[src/logic/pdbg_pkg.sv]
// Purpose: Shared constants and types for the physical-layer debug register bank
// Assumes: 40 MHz core clock, one instance per station of four ports
// Notes: Register offsets are byte addresses on the management port
`default_nettype none
package pdbg_pkg;
  localparam int unsigned CLK_NS = 25;
  localparam int unsigned NPORTS = 4;

  // Least times round up to whole cycles, never below one
  function automatic int unsigned pdbg_cyc_ceil(input int unsigned ns);
    int unsigned c;
    c = (ns + CLK_NS - 1) / CLK_NS;
    return (c == 0) ? 1 : c;
  endfunction : pdbg_cyc_ceil

  localparam logic [11:0] STATUS_OFS = 12'h254;
  localparam logic [11:0] CONTROL_OFS = 12'h258;
  localparam logic [11:0] INJECT_OFS = 12'h25C;

  localparam int unsigned LPF_LSB = 0;
  localparam int unsigned SPEED_LSB = 8;
  localparam int unsigned PSEL_LSB = 12;
  localparam int unsigned MCERR_LSB = 16;
  localparam int unsigned MCLOCK_BIT = 23;
  localparam int unsigned LSEL_LSB = 24;
  localparam int unsigned EXTLB_LSB = 0;
  localparam int unsigned RXDET_LSB = 8;
  localparam int unsigned TXIDLE_LSB = 18;
  localparam int unsigned INJ_GROUP = 4;
  localparam int unsigned INJ_TLP_LSB = 2;

  localparam logic [3:0] LPF_RST = 4'h0;
  localparam logic [2:0] PSEL_RST = 3'h0;
  localparam logic [3:0] LSEL_RST = 4'h0;
  localparam logic [3:0] EXTLB_RST = 4'h0;
  localparam logic [3:0] RXDET_RST = 4'h0;
  localparam logic [1:0] TXIDLE_RST = 2'h0;
  localparam logic [15:0] INJ_RST = 16'h0000;

  localparam logic [1:0] SPEED_LOW = 2'h0;
  localparam logic [1:0] SPEED_FLOAT = 2'h1;
  localparam logic [1:0] SPEED_HIGH = 2'h2;

  localparam logic [1:0] BIT_OFF = 2'h0;
  localparam logic [1:0] BIT_US = 2'h1;
  localparam logic [1:0] BIT_MS = 2'h2;
  localparam logic [1:0] BIT_DLLP = 2'h3;

  localparam int unsigned TXIDLE0_NS = 20;
  localparam int unsigned TXIDLE1_NS = 30;
  localparam int unsigned TXIDLE2_NS = 40;
  localparam int unsigned TXIDLE3_NS = 80;
  localparam int unsigned TXIDLE0_CYC = pdbg_cyc_ceil(TXIDLE0_NS);
  localparam int unsigned TXIDLE1_CYC = pdbg_cyc_ceil(TXIDLE1_NS);
  localparam int unsigned TXIDLE2_CYC = pdbg_cyc_ceil(TXIDLE2_NS);
  localparam int unsigned TXIDLE3_CYC = pdbg_cyc_ceil(TXIDLE3_NS);

  localparam int unsigned USEC_NS = 1000;
  localparam int unsigned MSEC_NS = 1000000;
  localparam int unsigned RXDET_WAIT_NS = 12000000;
  localparam int unsigned USEC_CYC = USEC_NS / CLK_NS;
  localparam int unsigned MSEC_CYC = MSEC_NS / CLK_NS;
  localparam int unsigned RXDET_CYC = RXDET_WAIT_NS / CLK_NS;

  typedef struct packed {
    logic valid;
    logic wr;
    logic [11:0] addr;
    logic [31:0] wdata;
  } pdbg_mgmt_req_type;
endpackage : pdbg_pkg
`default_nettype wire

[src/logic/pdbg_ctrl.sv]
// Purpose: Per-station physical-layer debug, test and error injection registers
// Assumes: Port-side event inputs are on mclk; straps are asynchronous pins
// Notes: Management reads and writes answer one cycle after the request
`default_nettype none
module pdbg_ctrl #(
  parameter int unsigned MS_CYCLES = pdbg_pkg::MSEC_CYC,
  parameter int unsigned RXDET_CYCLES = pdbg_pkg::RXDET_CYC
) (
  input wire logic mclk,
  input wire logic rst_n,
  input wire pdbg_pkg::pdbg_mgmt_req_type mgmt_req,
  output logic [31:0] mgmt_rdata,
  output logic mgmt_ack,
  input wire logic [1:0] speed_select_strap,
  input wire logic [3:0] station_port_config_strap,
  input wire logic [3:0] lpbk_fail_evt,
  input wire logic [3:0] lpbk_master_rdy,
  input wire logic [27:0] mc_err_lanes0,
  input wire logic [27:0] mc_err_lanes1,
  input wire logic [3:0] mc_lock_lanes0,
  input wire logic [3:0] mc_lock_lanes1,
  input wire logic [3:0] rxdet_partial,
  input wire logic [3:0] dllp_tx,
  input wire logic [3:0] tlp_tx,
  output logic [3:0] ext_loopback_en,
  output logic [3:0] lpbk_after_retry,
  output logic [3:0] rxdet_retry,
  output logic [3:0] rxdet_to_polling,
  output logic [3:0] rxdet_waiting,
  output logic [2:0] tx_idle_min_cyc,
  output logic [3:0] bit_err_inj,
  output logic [3:0] dllp_err_inj,
  output logic [3:0] tlp_err_inj
);
  localparam int unsigned DW = $clog2(MS_CYCLES + 1);
  localparam int unsigned RW = $clog2(RXDET_CYCLES + 1);
  localparam logic [DW-1:0] US_LAST = DW'(pdbg_pkg::USEC_CYC - 1);
  localparam logic [DW-1:0] MS_LAST = DW'(MS_CYCLES - 1);
  localparam logic [RW-1:0] RX_LAST = RW'(RXDET_CYCLES - 1);

  logic wr_stat, wr_ctrl, wr_inj;
  logic [31:0] wd;
  logic [3:0] lpf_q, lsel_q, extlb_q, rxdis_q;
  logic [2:0] psel_q;
  logic [1:0] txidle_q;
  logic [15:0] inj_q;
  logic [1:0] strap_s1_q, strap_s2_q, speed_q;
  logic strap_done_q;
  logic [1:0] strap_arm_q;
  logic [3:0] cfg_s1_q, cfg_s2_q;
  logic [1:0] speed_rd;
  logic [6:0] mcerr_rd;
  logic mclock_rd;
  logic [31:0] rdata_d;
  logic [3:0] dllp_hit;
  logic [DW-1:0] div_q [4];
  logic [RW-1:0] rxt_q [4];
  logic [1:0] tlpc_q [4];

  assign wd = mgmt_req.wdata;
  assign wr_stat = mgmt_req.valid && mgmt_req.wr && (mgmt_req.addr == pdbg_pkg::STATUS_OFS);
  assign wr_ctrl = mgmt_req.valid && mgmt_req.wr && (mgmt_req.addr == pdbg_pkg::CONTROL_OFS);
  assign wr_inj = mgmt_req.valid && mgmt_req.wr && (mgmt_req.addr == pdbg_pkg::INJECT_OFS);

  function automatic logic [1:0] inj_bit(input logic [15:0] v, input int unsigned p);
    return v[p*pdbg_pkg::INJ_GROUP +: 2];
  endfunction : inj_bit

  function automatic logic [1:0] inj_tlp(input logic [15:0] v, input int unsigned p);
    return v[p*pdbg_pkg::INJ_GROUP + pdbg_pkg::INJ_TLP_LSB +: 2];
  endfunction : inj_tlp

  always_ff @(posedge mclk or negedge rst_n) begin
    if (!rst_n) begin
      lpf_q <= pdbg_pkg::LPF_RST;
    end else begin
      // Set wins over a clear landing in the same cycle
      lpf_q <= (lpf_q & ~(wr_stat ? wd[pdbg_pkg::LPF_LSB +: 4] : 4'h0)) | lpbk_fail_evt;
    end
  end

  always_ff @(posedge mclk or negedge rst_n) begin
    if (!rst_n) begin
      psel_q <= pdbg_pkg::PSEL_RST;
      lsel_q <= pdbg_pkg::LSEL_RST;
    end else if (wr_stat) begin
      psel_q <= wd[pdbg_pkg::PSEL_LSB +: 3];
      lsel_q <= wd[pdbg_pkg::LSEL_LSB +: 4];
    end
  end

  always_ff @(posedge mclk or negedge rst_n) begin
    if (!rst_n) begin
      extlb_q <= pdbg_pkg::EXTLB_RST;
      rxdis_q <= pdbg_pkg::RXDET_RST;
      txidle_q <= pdbg_pkg::TXIDLE_RST;
    end else if (wr_ctrl) begin
      extlb_q <= wd[pdbg_pkg::EXTLB_LSB +: 4];
      rxdis_q <= wd[pdbg_pkg::RXDET_LSB +: 4];
      txidle_q <= wd[pdbg_pkg::TXIDLE_LSB +: 2];
    end
  end

  // Strap synchronised, caught once after reset
  always_ff @(posedge mclk or negedge rst_n) begin
    if (!rst_n) begin
      strap_s1_q <= 2'h0;
      strap_s2_q <= 2'h0;
      strap_arm_q <= 2'h0;
      speed_q <= pdbg_pkg::SPEED_LOW;
      strap_done_q <= 1'b0;
    end else begin
      strap_s1_q <= speed_select_strap;
      strap_s2_q <= strap_s1_q;
      // Catch only once the second stage holds a sampled strap
      strap_arm_q <= {strap_arm_q[0], 1'b1};
      if (strap_arm_q[1] && !strap_done_q) begin
        speed_q <= strap_s2_q;
        strap_done_q <= 1'b1;
      end
    end
  end

  // Port enable straps are pins too, so they pass two stages first
  always_ff @(posedge mclk or negedge rst_n) begin
    if (!rst_n) begin
      cfg_s1_q <= 4'h0;
      cfg_s2_q <= 4'h0;
    end else begin
      cfg_s1_q <= station_port_config_strap;
      cfg_s2_q <= cfg_s1_q;
    end
  end

  // DLLP corruption consumed by the next DLLP
  always_comb begin
    for (int p = 0; p < 4; p++) begin
      dllp_hit[p] = dllp_tx[p] && (inj_bit(inj_q, p) == pdbg_pkg::BIT_DLLP);
    end
  end

  // Injection groups, four bits per port
  always_ff @(posedge mclk or negedge rst_n) begin
    if (!rst_n) begin
      inj_q <= pdbg_pkg::INJ_RST;
    end else begin
      for (int p = 0; p < 4; p++) begin
        if (wr_inj) begin
          inj_q[p*pdbg_pkg::INJ_GROUP +: 4] <= wd[p*pdbg_pkg::INJ_GROUP +: 4];
        end else if (dllp_hit[p]) begin
          inj_q[p*pdbg_pkg::INJ_GROUP +: 2] <= pdbg_pkg::BIT_OFF;
        end
      end
    end
  end

  // Per-port divider, restarted on field change
  always_ff @(posedge mclk or negedge rst_n) begin
    if (!rst_n) begin
      for (int p = 0; p < 4; p++) begin
        div_q[p] <= '0;
      end
      bit_err_inj <= 4'h0;
    end else begin
      for (int p = 0; p < 4; p++) begin
        bit_err_inj[p] <= 1'b0;
        if (wr_inj && wd[p*pdbg_pkg::INJ_GROUP +: 2] != inj_bit(inj_q, p)) begin
          div_q[p] <= '0;
        end else if ((inj_bit(inj_q, p) == pdbg_pkg::BIT_US && div_q[p] == US_LAST) ||
                     (inj_bit(inj_q, p) == pdbg_pkg::BIT_MS && div_q[p] == MS_LAST)) begin
          div_q[p] <= '0;
          bit_err_inj[p] <= 1'b1;
        end else if (inj_bit(inj_q, p) == pdbg_pkg::BIT_US ||
                     inj_bit(inj_q, p) == pdbg_pkg::BIT_MS) begin
          div_q[p] <= div_q[p] + DW'(1);
        end else begin
          div_q[p] <= '0;
        end
      end
    end
  end

  // TLP corruption every first, second or third
  always_ff @(posedge mclk or negedge rst_n) begin
    if (!rst_n) begin
      for (int p = 0; p < 4; p++) begin
        tlpc_q[p] <= 2'h0;
      end
      tlp_err_inj <= 4'h0;
      dllp_err_inj <= 4'h0;
    end else begin
      dllp_err_inj <= dllp_hit;
      for (int p = 0; p < 4; p++) begin
        tlp_err_inj[p] <= 1'b0;
        if (wr_inj && wd[p*pdbg_pkg::INJ_GROUP + pdbg_pkg::INJ_TLP_LSB +: 2] !=
            inj_tlp(inj_q, p)) begin
          tlpc_q[p] <= 2'h0;
        end else if (tlp_tx[p] && inj_tlp(inj_q, p) != 2'h0) begin
          tlp_err_inj[p] <= (tlpc_q[p] == 2'h0);
          tlpc_q[p] <= (tlpc_q[p] == inj_tlp(inj_q, p) - 2'h1) ? 2'h0 : tlpc_q[p] + 2'h1;
        end
      end
    end
  end

  always_ff @(posedge mclk or negedge rst_n) begin
    if (!rst_n) begin
      for (int p = 0; p < 4; p++) begin
        rxt_q[p] <= '0;
      end
      rxdet_waiting <= 4'h0;
      rxdet_retry <= 4'h0;
      rxdet_to_polling <= 4'h0;
    end else begin
      for (int p = 0; p < 4; p++) begin
        rxdet_retry[p] <= 1'b0;
        rxdet_to_polling[p] <= 1'b0;
        if (rxdet_waiting[p]) begin
          if (rxt_q[p] == RX_LAST) begin
            rxdet_waiting[p] <= 1'b0;
            rxdet_retry[p] <= 1'b1;
          end
          rxt_q[p] <= rxt_q[p] + RW'(1);
        end else if (rxdet_partial[p]) begin
          if (rxdis_q[p]) begin
            rxdet_to_polling[p] <= 1'b1;
          end else begin
            rxdet_waiting[p] <= 1'b1;
            rxt_q[p] <= '0;
          end
        end
      end
    end
  end

  // Port position picks bits within the station
  always_comb begin
    speed_rd = 2'h0;
    mcerr_rd = 7'h00;
    mclock_rd = 1'b0;
    // Reserved or disabled selections read zero
    if (psel_q < 3'h4 && cfg_s2_q[psel_q[1:0]]) begin
      speed_rd = speed_q;
      // Lane select picks the lane set
      mcerr_rd = lsel_q[psel_q[1:0]] ? mc_err_lanes1[psel_q[1:0]*7 +: 7] :
                                       mc_err_lanes0[psel_q[1:0]*7 +: 7];
      mclock_rd = lsel_q[psel_q[1:0]] ? mc_lock_lanes1[psel_q[1:0]] :
                                        mc_lock_lanes0[psel_q[1:0]];
    end
  end

  always_comb begin
    rdata_d = 32'h0000_0000;
    if (mgmt_req.valid && !mgmt_req.wr) begin
      case (mgmt_req.addr)
        pdbg_pkg::STATUS_OFS: begin
          rdata_d[pdbg_pkg::LPF_LSB +: 4] = lpf_q;
          rdata_d[pdbg_pkg::SPEED_LSB +: 2] = speed_rd;
          rdata_d[pdbg_pkg::PSEL_LSB +: 3] = psel_q;
          rdata_d[pdbg_pkg::MCERR_LSB +: 7] = mcerr_rd;
          rdata_d[pdbg_pkg::MCLOCK_BIT] = mclock_rd;
          rdata_d[pdbg_pkg::LSEL_LSB +: 4] = lsel_q;
        end
        pdbg_pkg::CONTROL_OFS: begin
          rdata_d[pdbg_pkg::EXTLB_LSB +: 4] = extlb_q;
          rdata_d[pdbg_pkg::RXDET_LSB +: 4] = rxdis_q;
          rdata_d[pdbg_pkg::TXIDLE_LSB +: 2] = txidle_q;
        end
        pdbg_pkg::INJECT_OFS: begin
          rdata_d[15:0] = inj_q;
        end
        default: begin
          rdata_d = 32'h0000_0000;
        end
      endcase
    end
  end

  always_ff @(posedge mclk or negedge rst_n) begin
    if (!rst_n) begin
      mgmt_rdata <= 32'h0000_0000;
      mgmt_ack <= 1'b0;
      ext_loopback_en <= 4'h0;
      lpbk_after_retry <= 4'h0;
      tx_idle_min_cyc <= 3'(pdbg_pkg::TXIDLE0_CYC);
    end else begin
      mgmt_rdata <= rdata_d;
      mgmt_ack <= mgmt_req.valid;
      // Loopback enable to the training logic
      ext_loopback_en <= extlb_q;
      lpbk_after_retry <= lpf_q & lpbk_master_rdy;
      case (txidle_q)
        2'h0: tx_idle_min_cyc <= 3'(pdbg_pkg::TXIDLE0_CYC);
        2'h1: tx_idle_min_cyc <= 3'(pdbg_pkg::TXIDLE1_CYC);
        2'h2: tx_idle_min_cyc <= 3'(pdbg_pkg::TXIDLE2_CYC);
        default: tx_idle_min_cyc <= 3'(pdbg_pkg::TXIDLE3_CYC);
      endcase
    end
  end
endmodule : pdbg_ctrl
`default_nettype wire

[config.mk]
export PLATFORM = sky130hd
export DESIGN_NAME = pdbg_ctrl
export DESIGN_NICKNAME = d
export VERILOG_FILES = /design/src/logic/pdbg_pkg.sv /design/src/logic/pdbg_ctrl.sv
export SDC_FILE = /design/constraint.sdc
export NUM_CORES = 1
export LEC_CHECK = 0
export BUFFER_PORTS_ARGS = -buffer_cell sky130_fd_sc_hd__buf_2
export CAP_MARGIN = 20
export CORE_MARGIN = 2
export CORE_UTILIZATION = 52
export DETAILED_ROUTE_END_ITERATION = 16
export GPL_ROUTABILITY_DRIVEN = 0
export PLACE_DENSITY = 0.77
export SLEW_MARGIN = 20
export SYNTH_ARGS = -nofsm -noshare
export SYNTH_HDL_FRONTEND = slang
export SYNTH_SLANG_ARGS = --single-unit
[constraint.sdc]
create_clock -name mclk -period 2.2 [get_ports mclk]
set_clock_uncertainty 0.1 [all_clocks]
set_input_delay 0.44 -clock mclk [delete_from_list [all_inputs] [get_ports mclk]]
set_output_delay 0.44 -clock mclk [all_outputs]
set_load 0.1 [all_outputs]
# After elaboration in Yosys (flattened, before gate mapping)

Cells that the tools add are included.
W data, S select, Z words.

Register bits: 270
Bits of input ports: 138

Add/sub/neg operators: 16
Multipliers: 1
Magnitude comparators: 2
Equality and inequality tests: 45
Shifts and indexed selects: 2
Muxes and demuxes: 121
Bitwise gates (word level): 4
Reductions and logical operators: 67

Operator list:

| operator                | count |
|---|---|
| $mux W19                | 12 |
| $mux W16                | 12 |
| $add A19 B1 Y19 const B | 4 |
| $eq A19 B19 Y1 const B  | 4 |
| $add A16 B1 Y16 const B | 4 |
| $eq A16 B16 Y1 const B  | 4 |
| $eq A16 B6 Y1 const B   | 4 |
| $mux W1                 | 59 |
| $shiftx A28 B6 Y7       | 2 |
| $mux W2                 | 22 |
| $eq A12 B10 Y1 const B  | 3 |
| $reduce_bool A2 Y1      | 16 |
| $logic_and A1 B1 Y1     | 31 |
| $mux W28                | 1 |
| $eq A2 B2 Y1 const B    | 9 |
| $ne A2 B2 Y1            | 8 |
| $mux W7                 | 2 |
| $pmux W3 S2             | 2 |
| $pmux W4 S3             | 1 |
| $eq A2 B1 Y1 const B    | 5 |
| $logic_not A2 Y1        | 5 |
| $add A2 B1 Y2 const B   | 4 |
| $and A4 B4 Y4           | 2 |
| $bmux W1 S2             | 4 |
| 16 further kinds        | 38 |

# Logic depth before layout (Yosys ltp)

Gate-level depths: netlist of the first run.

Depth in word-level cells: 6
Depth in mapped cells: 7
Gate-level depth less buffers: 6

# Worst setup path before layout of the first run

No wires, ideal clock.

Path kind: register to register
From: reg div_q[48] (netlist name)
To: reg div_q[53] (netlist name)
Setup time: 0.134 ns
Arrival time: 1.997 ns
Path slack: -0.032 ns
Stages on the path, launching flop included: 7
Clock period less this slack: 2.232 ns
Cells stage by stage: dfrtp_1 ha_1 nand2_1 or4_4 a2111oi_4 buf_6 nor3_1

Cells in the longest elaborated chain, start to end: 5
Elaborated cells between the ends (all ways): 9

RTL lines:

| what                                                                    | RTL line         | RTL |
|---|---|---|
| start, declared                                                         | pdbg_ctrl.sv:56  | `logic [DW-1:0] div_q [4];` |
| start signal, assigned by index                                         | pdbg_ctrl.sv:175 | `div_q[p] <= div_q[p] + DW'(1);` |
| parallel branches: the longest is 3 deep, another holds $add A16 B1 Y16 | --               |  |
| $mux W16 (*)                                                            | pdbg_ctrl.sv:169 | `end else if ((inj_bit(inj_q, p) == pdbg_pkg::BIT_US && div_q[p] == US_LAST) \|\|` |
| $mux W16 (*)                                                            | pdbg_ctrl.sv:167 | `if (wr_inj && wd[p*pdbg_pkg::INJ_GROUP +: 2] != inj_bit(inj_q, p)) begin` |

Mark *: on every way between the ends.
A chain may end at the register's enable or synchronous reset.

# Worst setup path in the final report of the first run

From: reg rxdet_waiting[3]
To: out rxdet_waiting[3]

RTL lines:

| what                            | RTL line         | RTL |
|---|---|---|
| start, declared                 | pdbg_ctrl.sv:29  | `output logic [3:0] rxdet_waiting,` |
| start signal, assigned          | pdbg_ctrl.sv:211 | `rxdet_waiting <= 4'h0;` |
| start signal, assigned by index | pdbg_ctrl.sv:220 | `rxdet_waiting[p] <= 1'b0;` |
| start signal, assigned by index | pdbg_ctrl.sv:228 | `rxdet_waiting[p] <= 1'b1;` |

No word-level cell between the ends.

==> results.json, run 1 <==
{
  "status": "completed",
  "clkTransAtPathRegs_ns": 0.06,
  "htreeDepth": 1,
  "fp.dieH_um": 162.7,
  "drcViolationCount": 0,
  "hold_path.class": "in -> reg",
  "numCtsBuffers": 28,
  "viasPerCell": 5.680,
  "synth_cell_types": 63,
  "cts_tree": "built",
  "yosys.area.top_type_share_pct": 50.66,
  "grtUsageMet2_pct": 39.01,
  "period_minus_slack_ns": 2.124,
  "die_area_um2": 26460,
  "drive_above_1_share_pct": 23.58,
  "async_flop_share_pct": 100.0,
  "crit_fanout": 15,
  "syn2layout_area_growth_pct": 21.13,
  "postRouteAntennaNets": 0,
  "required_ns": 1.66,
  "cp_slowest_cell": "buf_2",
  "cp_slowest_stage_delay_ns": 0.45,
  "grt.met3_usage_pct": 3.209,
  "maxSlewHeadroom_pct": 55.28,
  "overflow": 0,
  "cp.depth": 2,
  "fin_area_um2": 15850,
  "grt_pass1_vias": 10330,
  "end_kind": "output port",
  "synth_top_area_cell": "dfrtp_1",
  "worst_slew_pin_slew_ns": 0.6708,
  "die_w_um": 162.7,
  "grt_max_degree": 62,
  "p_per_area_nw_per_um2": 705.1,
  "ys.flop_type": "dfrtp_1",
  "yosys_warnings": 0,
  "via_count": 10480,
  "wl_per_cell_um": 16.96,
  "wl_um": 31300,
  "fin_crit_sh_pct": 96.56,
  "synth_cells": 1236,
  "arrival_ns": 1.58,
  "initial_core_util_pct": 52.43,
  "dp.cells": 1785,
  "clk_latency_ns": 0.54,
  "whs_path_depth": 2,
  "regArea_um2": 6660,
  "core.rowCount": 58,
  "syn_avg_cell_area_um2": 10.59,
  "yosysSeqAreaShare_pct": 50.87,
  "yosys-top-cells-count": "dfrtp_1, nand2_1, mux2i_1",
  "placed_area_um2": 14840,
  "clock_sinks": 266,
  "portBuffers": 191,
  "setup_viol": 0,
  "peakVddDrop_mv": 0.6471,
  "core-area_um2": 24960,
  "syn_area_um2": 13090,
  "ys_ff_latch": 266,
  "antenna_found_initial": 2,
  "use_met1_pct": 33.22,
  "worstSetupStartpointType": "flip-flop",
  "drtIter0Drc": 874,
  "final_hold_viol_count": 0,
  "maxSlewViolCount": 0,
  "cp_top_family": "buffers and inverters",
  "fin_cells": 1845,
  "top_usage_layer": "met2",
  "path_buf_inv": 2,
  "yosys-top-cells-area": "dfrtp_1, mux2i_1, xnor2_1",
  "cts_buffer_depth": 3,
  "leakage_nw": 7.269,
  "dr.pass1.iters": 6,
  "fmax_mhz": 470.7,
  "synth_edf_count": 0,
  "finalNetCount": 1663,
  "worstPathCellList": "buf_4 -> buf_2",
  "dpl.hpwl_um": 22850,
  "grtUsageTotal_pct": 23.64,
  "critPathKind": "reg -> out",
  "grt_pass1_wl_um": 51040,
  "io-pin-count": 206,
  "maxCapViolations": 0,
  "multi_input_area_um2": 6015,
  "rr_worst_depth": 7,
  "post_cts_buffers": 0,
  "synth.most_common_cell": "dfrtp_1",
  "cts_root_buf": "clkbuf_16",
  "rsz0062_at_grt": "false",
  "fill_cells": 2009
}
layout by cell type (no fill, tap or decap), types with 12 or more instances in the layout:
cell       count
dfrtp_1      263
buf_2        190
nand2_1       93
mux2i_1       68
inv_1         65
buf_4         63
nor3_1        62
nor2_1        61
nand3_1       60
nand4_1       47
xnor2_1       47
o21ai_0       45
a21oi_1       39
mux2_2        32
nor4_1        31
ha_1          30
clkbuf_16     29
xor2_1        27
and3_1        24
and2_1        19
o31ai_1       12
area by class of cell:
type / count / area share [%]
Sequential cell: 266 / 42.01
Multi-Input combinational cell: 866 / 37.94
Clock buffer: 39 / 4.877
Tap cell: 330 / 2.604
Antenna cell: 1 / 0.01578
Clock inverter: 10 / 0.8050
Inverter: 65 / 1.539
Timing Repair Buffer: 268 / 10.21
final timing paths:
kind | start | to | slack, ns
max reg2reg | inj_q[4] | bit_err_inj[1] | 0.12
min reg2reg | strap_s1_q[1] | strap_s2_q[1] | 0.25
max | rxdet_waiting[3] | rxdet_waiting[3] | 0.08
min in group asynchronous | rst_n | cfg_s2_q[2] | 0.29
min | lpbk_master_rdy[2] | lpbk_after_retry[2] | 0.02
max in group asynchronous | rst_n | tx_idle_min_cyc[0] | 1.00
sequential cells by signal, summed over array words and instances (netlist names), 4 cells and up:
signal and flops:
tlpc_q 8, lsel_q 4, rxdis_q 4, extlb_q 4, inj_q 16, rxdet_waiting 4, lpf_q 4, tlp_err_inj 4
rxt_q 76, bit_err_inj 4, mgmt_rdata 28, rxdet_retry 4, rxdet_to_polling 4, cfg_s2_q 4, cfg_s1_q 4, lpbk_after_retry 4
div_q 64, dllp_err_inj 4, ext_loopback_en 4
worst reg2reg max path, cell delays in order (launching register included):
cell and delay (ns):
dfrtp_1 0.38, inv_1 0.06, ha_1 0.14, nand2_1 0.06, or4_1 0.53, a2111oi_4 0.40, buf_4 0.22, o21a_1 0.14
logic make-up after synthesis:
| family | count (synthesis) | synth area share [%] |
|---|---|---|
| AND/OR/NAND/NOR | 487 | 20.21 |
| XOR/XNOR | 74 | 4.952 |
| adder cells (fa/ha/maj) | 30 | 2.868 |
| AO/OA/AOI/OAI | 161 | 8.202 |
| other | 2 | 0.05738 |
| flip-flops | 266 | 50.87 |
| buffers and inverters | 107 | 3.346 |
| multiplexers | 109 | 9.502 |
per-layer routing:
layer,vias to the layer above,part of all wire [%]
li1,4999,-
met1,5152,45
met2,268,48
met3,58,4.8
met4,2,2.3
met5,-,0.042
where the power goes:
| part | leakage [nW] | total (W) | internal [W] | switching (W) |
|---|---|---|---|---|
| logic | 3.41 | 0.00102 | 0.000438 | 0.000580 |
| registers | 3.42 | 0.00549 | 0.00516 | 0.000330 |
| clock network | 0.441 | 0.00467 | 0.00279 | 0.00188 |
through the flow:
stage	utilization, %	hold WS [ns]	worst slack, ns	total power [W]	setup TNS (ns)
2_1_floorplan	-	0.04441	0.004642	0.006100	0
3_3_place_gp	59.44	0.2321	-0.02567	0.006518	-0.1963
3_5_place_dp	59.44	0.2347	-0.1142	0.006571	-1.374
4_1_cts	63.45	0.002150	0.05896	0.01128	0
5_1_grt	63.51	0.02236	0.001755	0.01165	0
6_report	63.51	0.01703	0.07570	0.01118	0
timing repair:
action / CTS / global route
hold buffers: 10 / 0
gates resized for setup: 0 / 4
endpoints found under the hold margin: 42 / 0
endpoints found under the setup margin: 0 / 17
Note: power is estimated with default switching activity, not from simulation.
==> run 2, diff against run 1 <==
CORE_UTILIZATION = 55   (was 52)
PLACE_DENSITY = 0.78   (was 0.77)
clock period = 2.18 ns   (was 2.2 ns; I/O delays follow)
==> results.json, run 2 (synthesized netlist as in run 1, its figures left out) <==
{
  "drive_above_1_share_pct": 24.26,
  "worst_slew_pin_slew_ns": 0.5938,
  "drtIter0Drc": 839,
  "fmax_mhz": 468.1,
  "crit_fanout": 5,
  "dpl.hpwl_um": 22620,
  "viasPerCell": 5.743,
  "cts_tree": "built",
  "multi_input_area_um2": 6018,
  "core-area_um2": 23400,
  "arrival_ns": 2.45,
  "leakage_nw": 7.377,
  "fin_util_pct": 68.54,
  "dp.cells": 1771,
  "hold_path.class": "in -> reg",
  "maxCapViolations": 0,
  "p_per_area_nw_per_um2": 747.6,
  "status": "completed",
  "syn2layout_area_growth_pct": 22.55,
  "die_w_um": 158.3,
  "end_kind": "flip-flop",
  "wl_um": 31550,
  "setup_viol": 0,
  "final_common_cell": "dfrtp_1",
  "grt_max_degree": 60,
  "numCtsBuffers": 30,
  "diodes": 0,
  "critPathKind": "reg -> reg",
  "totalPowerFinal_w": 0.01199,
  "grtUsageTotal_pct": 25.07,
  "fin_ws_ns": 0.04365,
  "overflow": 0,
  "required_ns": 2.49,
  "final_hold_viol_count": 0,
  "maxSlewViolCount": 0,
  "cts_root_buf": "clkbuf_16",
  "regArea_um2": 6658,
  "largest_register_ffs": 76,
  "peakVddDrop_mv": 0.6116,
  "period_minus_slack_ns": 2.136,
  "clk_latency_ns": 0.54,
  "io-pin-count": 206,
  "postRouteAntennaNets": 0,
  "fp.dieH_um": 158.3,
  "initial_core_util_pct": 55.93,
  "maxSlewHeadroom_pct": 60.30,
  "portBuffers": 191,
  "core.rowCount": 56,
  "grt_pass1_wl_um": 50340,
  "fin_cells": 1836,
  "worstSetupStartpointType": "flip-flop",
  "grt_pass1_vias": 10080,
  "final_cell_mix": "dfrtp_1, buf_2, nand2_1, mux2i_1, inv_1",
  "fill_cells": 1784,
  "rsz0062_at_grt": "false",
  "antenna_found_initial": 0,
  "cts_buffer_depth": 3,
  "dr.pass1.iters": 5,
  "drcViolationCount": 0,
  "htreeDepth": 1,
  "wl_per_cell_um": 17.18,
  "die_area_um2": 25050,
  "via_count": 10550,
  "max_flop_register": "rxt_q",
  "finalNetCount": 1662,
  "fin_crit_sh_pct": 98.00,
  "clock_sinks": 266,
  "clkTransAtPathRegs_ns": 0.06,
  "reg_top3": "rxt_q (76), div_q (64), mgmt_rdata (28)",
  "dp_slack_ns": -0.0001303
}
## run 2: cell types whose count changed in the layout (fill, tap and decap cells not counted), sizes merged
cell | previous run | this run
clkbuf | 39 | 41
diode | 1 | 0
clkinv | 6 | 9
buf | 258 | 255
bufinv | 3 | 5
dlygate4sd3 | 10 | 9
## run 2: critical path, stage by stage, from the launching register on
cell and delay, ns:
dfrtp_1 0.46, nand3_2 0.12, or4_4 0.57, or3_1 0.38, a2111oi_2 0.39
## run 2: stage by stage
step                      hold WS, ns  setup TNS [ns]  area, um2
after floorplan               0.04041               0      13100
after global placement         0.2315               0      14830
after detailed placement       0.2362      -0.0001303      14830
after CTS                    0.001678               0      16020
after global routing          0.01287               0      16040
final                         0.01899               0      16040
## run 2: final timing paths
kind,start,end,slack (ns),cells after the start
setup / recovery,div_q[19],div_q[31],0.04,4
max in group asynchronous,rst_n,rxt_q[40],0.98,3
setup reg to reg,div_q[19],div_q[31],0.04,4
hold reg to reg,strap_arm_q[0],strap_arm_q[1],0.25,0
min in group asynchronous,rst_n,rxt_q[4],0.28,2
hold / removal,lpbk_master_rdy[2],lpbk_after_retry[2],0.02,2
## run 2: cell type report
type                       count  area share (%)
sequential                   266           41.51
timing repair buffer         265           10.13
clock buffer                  40           5.546
tap                          319           2.488
inverter                      65           1.521
multi-input combinational    866           37.52
clock inverter                15           1.287
## run 2: per-layer routing
layer  share of wire, %  routed length (um)  GRT usage, %
met2                 49               15320         40.58
met3                4.4                1384         3.484
met5                  0                   0             0
met1                 44               13990         35.67
met4                2.7                 856         6.993
## run 2: power breakdown
part           internal [W]  switching (W)  total (W)
clock               0.00344        0.00200    0.00543
sequential          0.00521       0.000343    0.00555
combinational      0.000431       0.000574    0.00100
## run 2: timing repair
item | 4_1_cts | 5_1_grt
hold buffers | 9 | 0
hold endpoints to repair | 46 | 0
setup endpoints to repair | 0 | 10
resized for setup | 0 | 4
buffers inserted | 0 | 1
==> run 3, diff against run 2 <==
CORE_MARGIN = unset   (was 2)
RECOVER_POWER = 100   (was unset)
==> results.json, run 3 (synthesized netlist as in run 1, its figures left out) <==
{
  "largest_register_ffs": 76,
  "setup_viol": 0,
  "io-pin-count": 206,
  "core.rowCount": 56,
  "rsz0062_at_grt": "false",
  "portBuffers": 191,
  "die_w_um": 156.3,
  "worstSetupStartpointType": "flip-flop",
  "min_to": "lsel_q[0]",
  "cts_tree": "built",
  "fin_crit_sh_pct": 97.70,
  "setup_tns_ns": 0,
  "grtUsageTotal_pct": 25.89,
  "crit_fanout": 11,
  "final_common_cell": "dfrtp_1",
  "cp_top_family": "flip-flops",
  "clk_latency_ns": 0.54,
  "leakage_nw": 7.219,
  "dp.cells": 1774,
  "dr.pass1.iters": 7,
  "maxSlewHeadroom_pct": 19.48,
  "seqPwrFrac_pct": 48.1,
  "max_flop_register": "rxt_q",
  "syn2layout_area_growth_pct": 21.24,
  "maxCapViolations": 0,
  "initial_core_util_pct": 55.93,
  "die_area_um2": 24420,
  "peakVddDrop_mv": 0.6154,
  "drtIter0Drc": 778,
  "overflow": 0,
  "totalPowerFinal_w": 0.01153,
  "rr_worst_depth": 6,
  "numCtsBuffers": 28,
  "wl_um": 31510,
  "clock_sinks": 266,
  "final_cell_mix": "dfrtp_1, buf_2, nand2_1, mux2i_1, clkbuf_2",
  "dp_slack_ns": 0.04152,
  "wl_per_cell_um": 17.15,
  "required_ns": 1.64,
  "postRouteAntennaNets": 0,
  "viasPerCell": 5.704,
  "hp-start": "mgmt_req[24]",
  "multi_input_area_um2": 6015,
  "p_int_w": 0.008693,
  "p_sw_w": 0.002839,
  "worstPathCellList": "buf_2",
  "antenna_found_initial": 1,
  "critPathKind": "reg -> out",
  "path_buf_inv": 1,
  "core-area_um2": 23400,
  "worstReg2RegStart": "div_q[48]",
  "reg_top3": "rxt_q (76), div_q (64), mgmt_rdata (28)",
  "cts_buffer_depth": 3,
  "htreeDepth": 1,
  "dpl.hpwl_um": 22390,
  "fmax_mhz": 469.5,
  "clkTransAtPathRegs_ns": 0.06,
  "hold_path.class": "in -> reg",
  "grt_pass1_vias": 10090,
  "status": "completed",
  "drcViolationCount": 0,
  "grt_max_degree": 78,
  "final_hold_viol_count": 0,
  "cp_slowest_stage_delay_ns": 0.56,
  "arrival_ns": 1.59,
  "fill_cells": 1839,
  "sw_frac_of_total_pct": 24.62,
  "fin_cells": 1837,
  "end_kind": "output port",
  "timing.rr.end": "bit_err_inj[0]",
  "r2r_slack_ns": 0.07,
  "maxSlewViolCount": 0,
  "clkPwrFrac_pct": 43.1,
  "drive_above_1_share_pct": 23.07,
  "via_count": 10480,
  "finalNetCount": 1665,
  "p_per_area_nw_per_um2": 726.7,
  "period_minus_slack_ns": 2.130,
  "cp_slowest_cell": "dfrtp_1",
  "cts_root_buf": "clkbuf_16",
  "fp.dieH_um": 156.3,
  "power_frac_comb_pct": 8.8,
  "worst_slew_pin_slew_ns": 1.208,
  "regArea_um2": 6660,
  "fin_ws_ns": 0.05012,
  "whs_path_depth": 2,
  "grt_pass1_wl_um": 50540
}
## run 3: changes by cell type in the layout (fill, tap and decap cells not counted), sizes merged
| cell | before | now |
|---|---|---|
| clkinvlp | 1 | 0 |
| bufinv | 5 | 3 |
| clkinv | 9 | 4 |
| buf | 255 | 176 |
| clkbuf | 41 | 127 |
| diode | 0 | 1 |
| dlygate4sd3 | 9 | 10 |
## run 3: cell type report
class	instances	share of cell area [%]
repair buffers	270	9.935
clock buffers	43	5.409
flip-flops and latches	266	41.97
multi-input cells	866	37.90
well taps	319	2.515
clock inverters	7	0.7175
diodes	1	0.01577
inverters	65	1.537
## run 3: timing repair
item,4_1_cts,5_1_grt
buffers inserted,0,2
hold endpoints to repair,274,0
hold buffers,10,0
resized for setup,1,7
pin swaps,0,0
cloned,0,0
setup endpoints to repair,1,15
## run 3: metal layers
metal / wire [um] / GRT usage [%] / vias up
met5: 0 / 0 / -
met4: 748 / 7.143 / 0
met3: 1393 / 3.766 / 53
met2: 15330 / 41.90 / 243
met1: 14040 / 36.49 / 5185
li1: - / - / 4997
## run 3: worst max path at each step
stage,from,to,slack (ns),depth (start not counted)
2_1_floorplan,div_q[48],div_q[53],0.002,6
3_3_place_gp,mgmt_req[33],extlb_q[2],0.03,7
3_5_place_dp,mgmt_req[39],rxdis_q[2],0.04,7
4_1_cts,rxdet_waiting[2],rxdet_waiting[2],0.03,1
5_1_grt,rxdet_waiting[2],rxdet_waiting[2],0.000002,1
6_report,rxdet_waiting[2],rxdet_waiting[2],0.05,1
## run 3: stage by stage
stage                     cell area, um2  utilization [%]  hold slack, ns
after floorplan                    13100                -         0.04041
after CTS                          15930            68.06         0.02036
final                              15870            67.81         0.02975
after global routing               15870            67.81         0.03039
after global placement             14850            63.47          0.1787
after detailed placement           14850            63.47          0.1776
## run 3: power groups by stage
stage,sequential [W],clock [W],combinational [W]
floorplan,0.00560,0,0.000560
global placement,0.00560,0,0.000970
detailed placement,0.00562,0,0.00102
CTS,0.00553,0.00505,0.00104
global route,0.00559,0.00521,0.00114
finish,0.00554,0.00497,0.00102
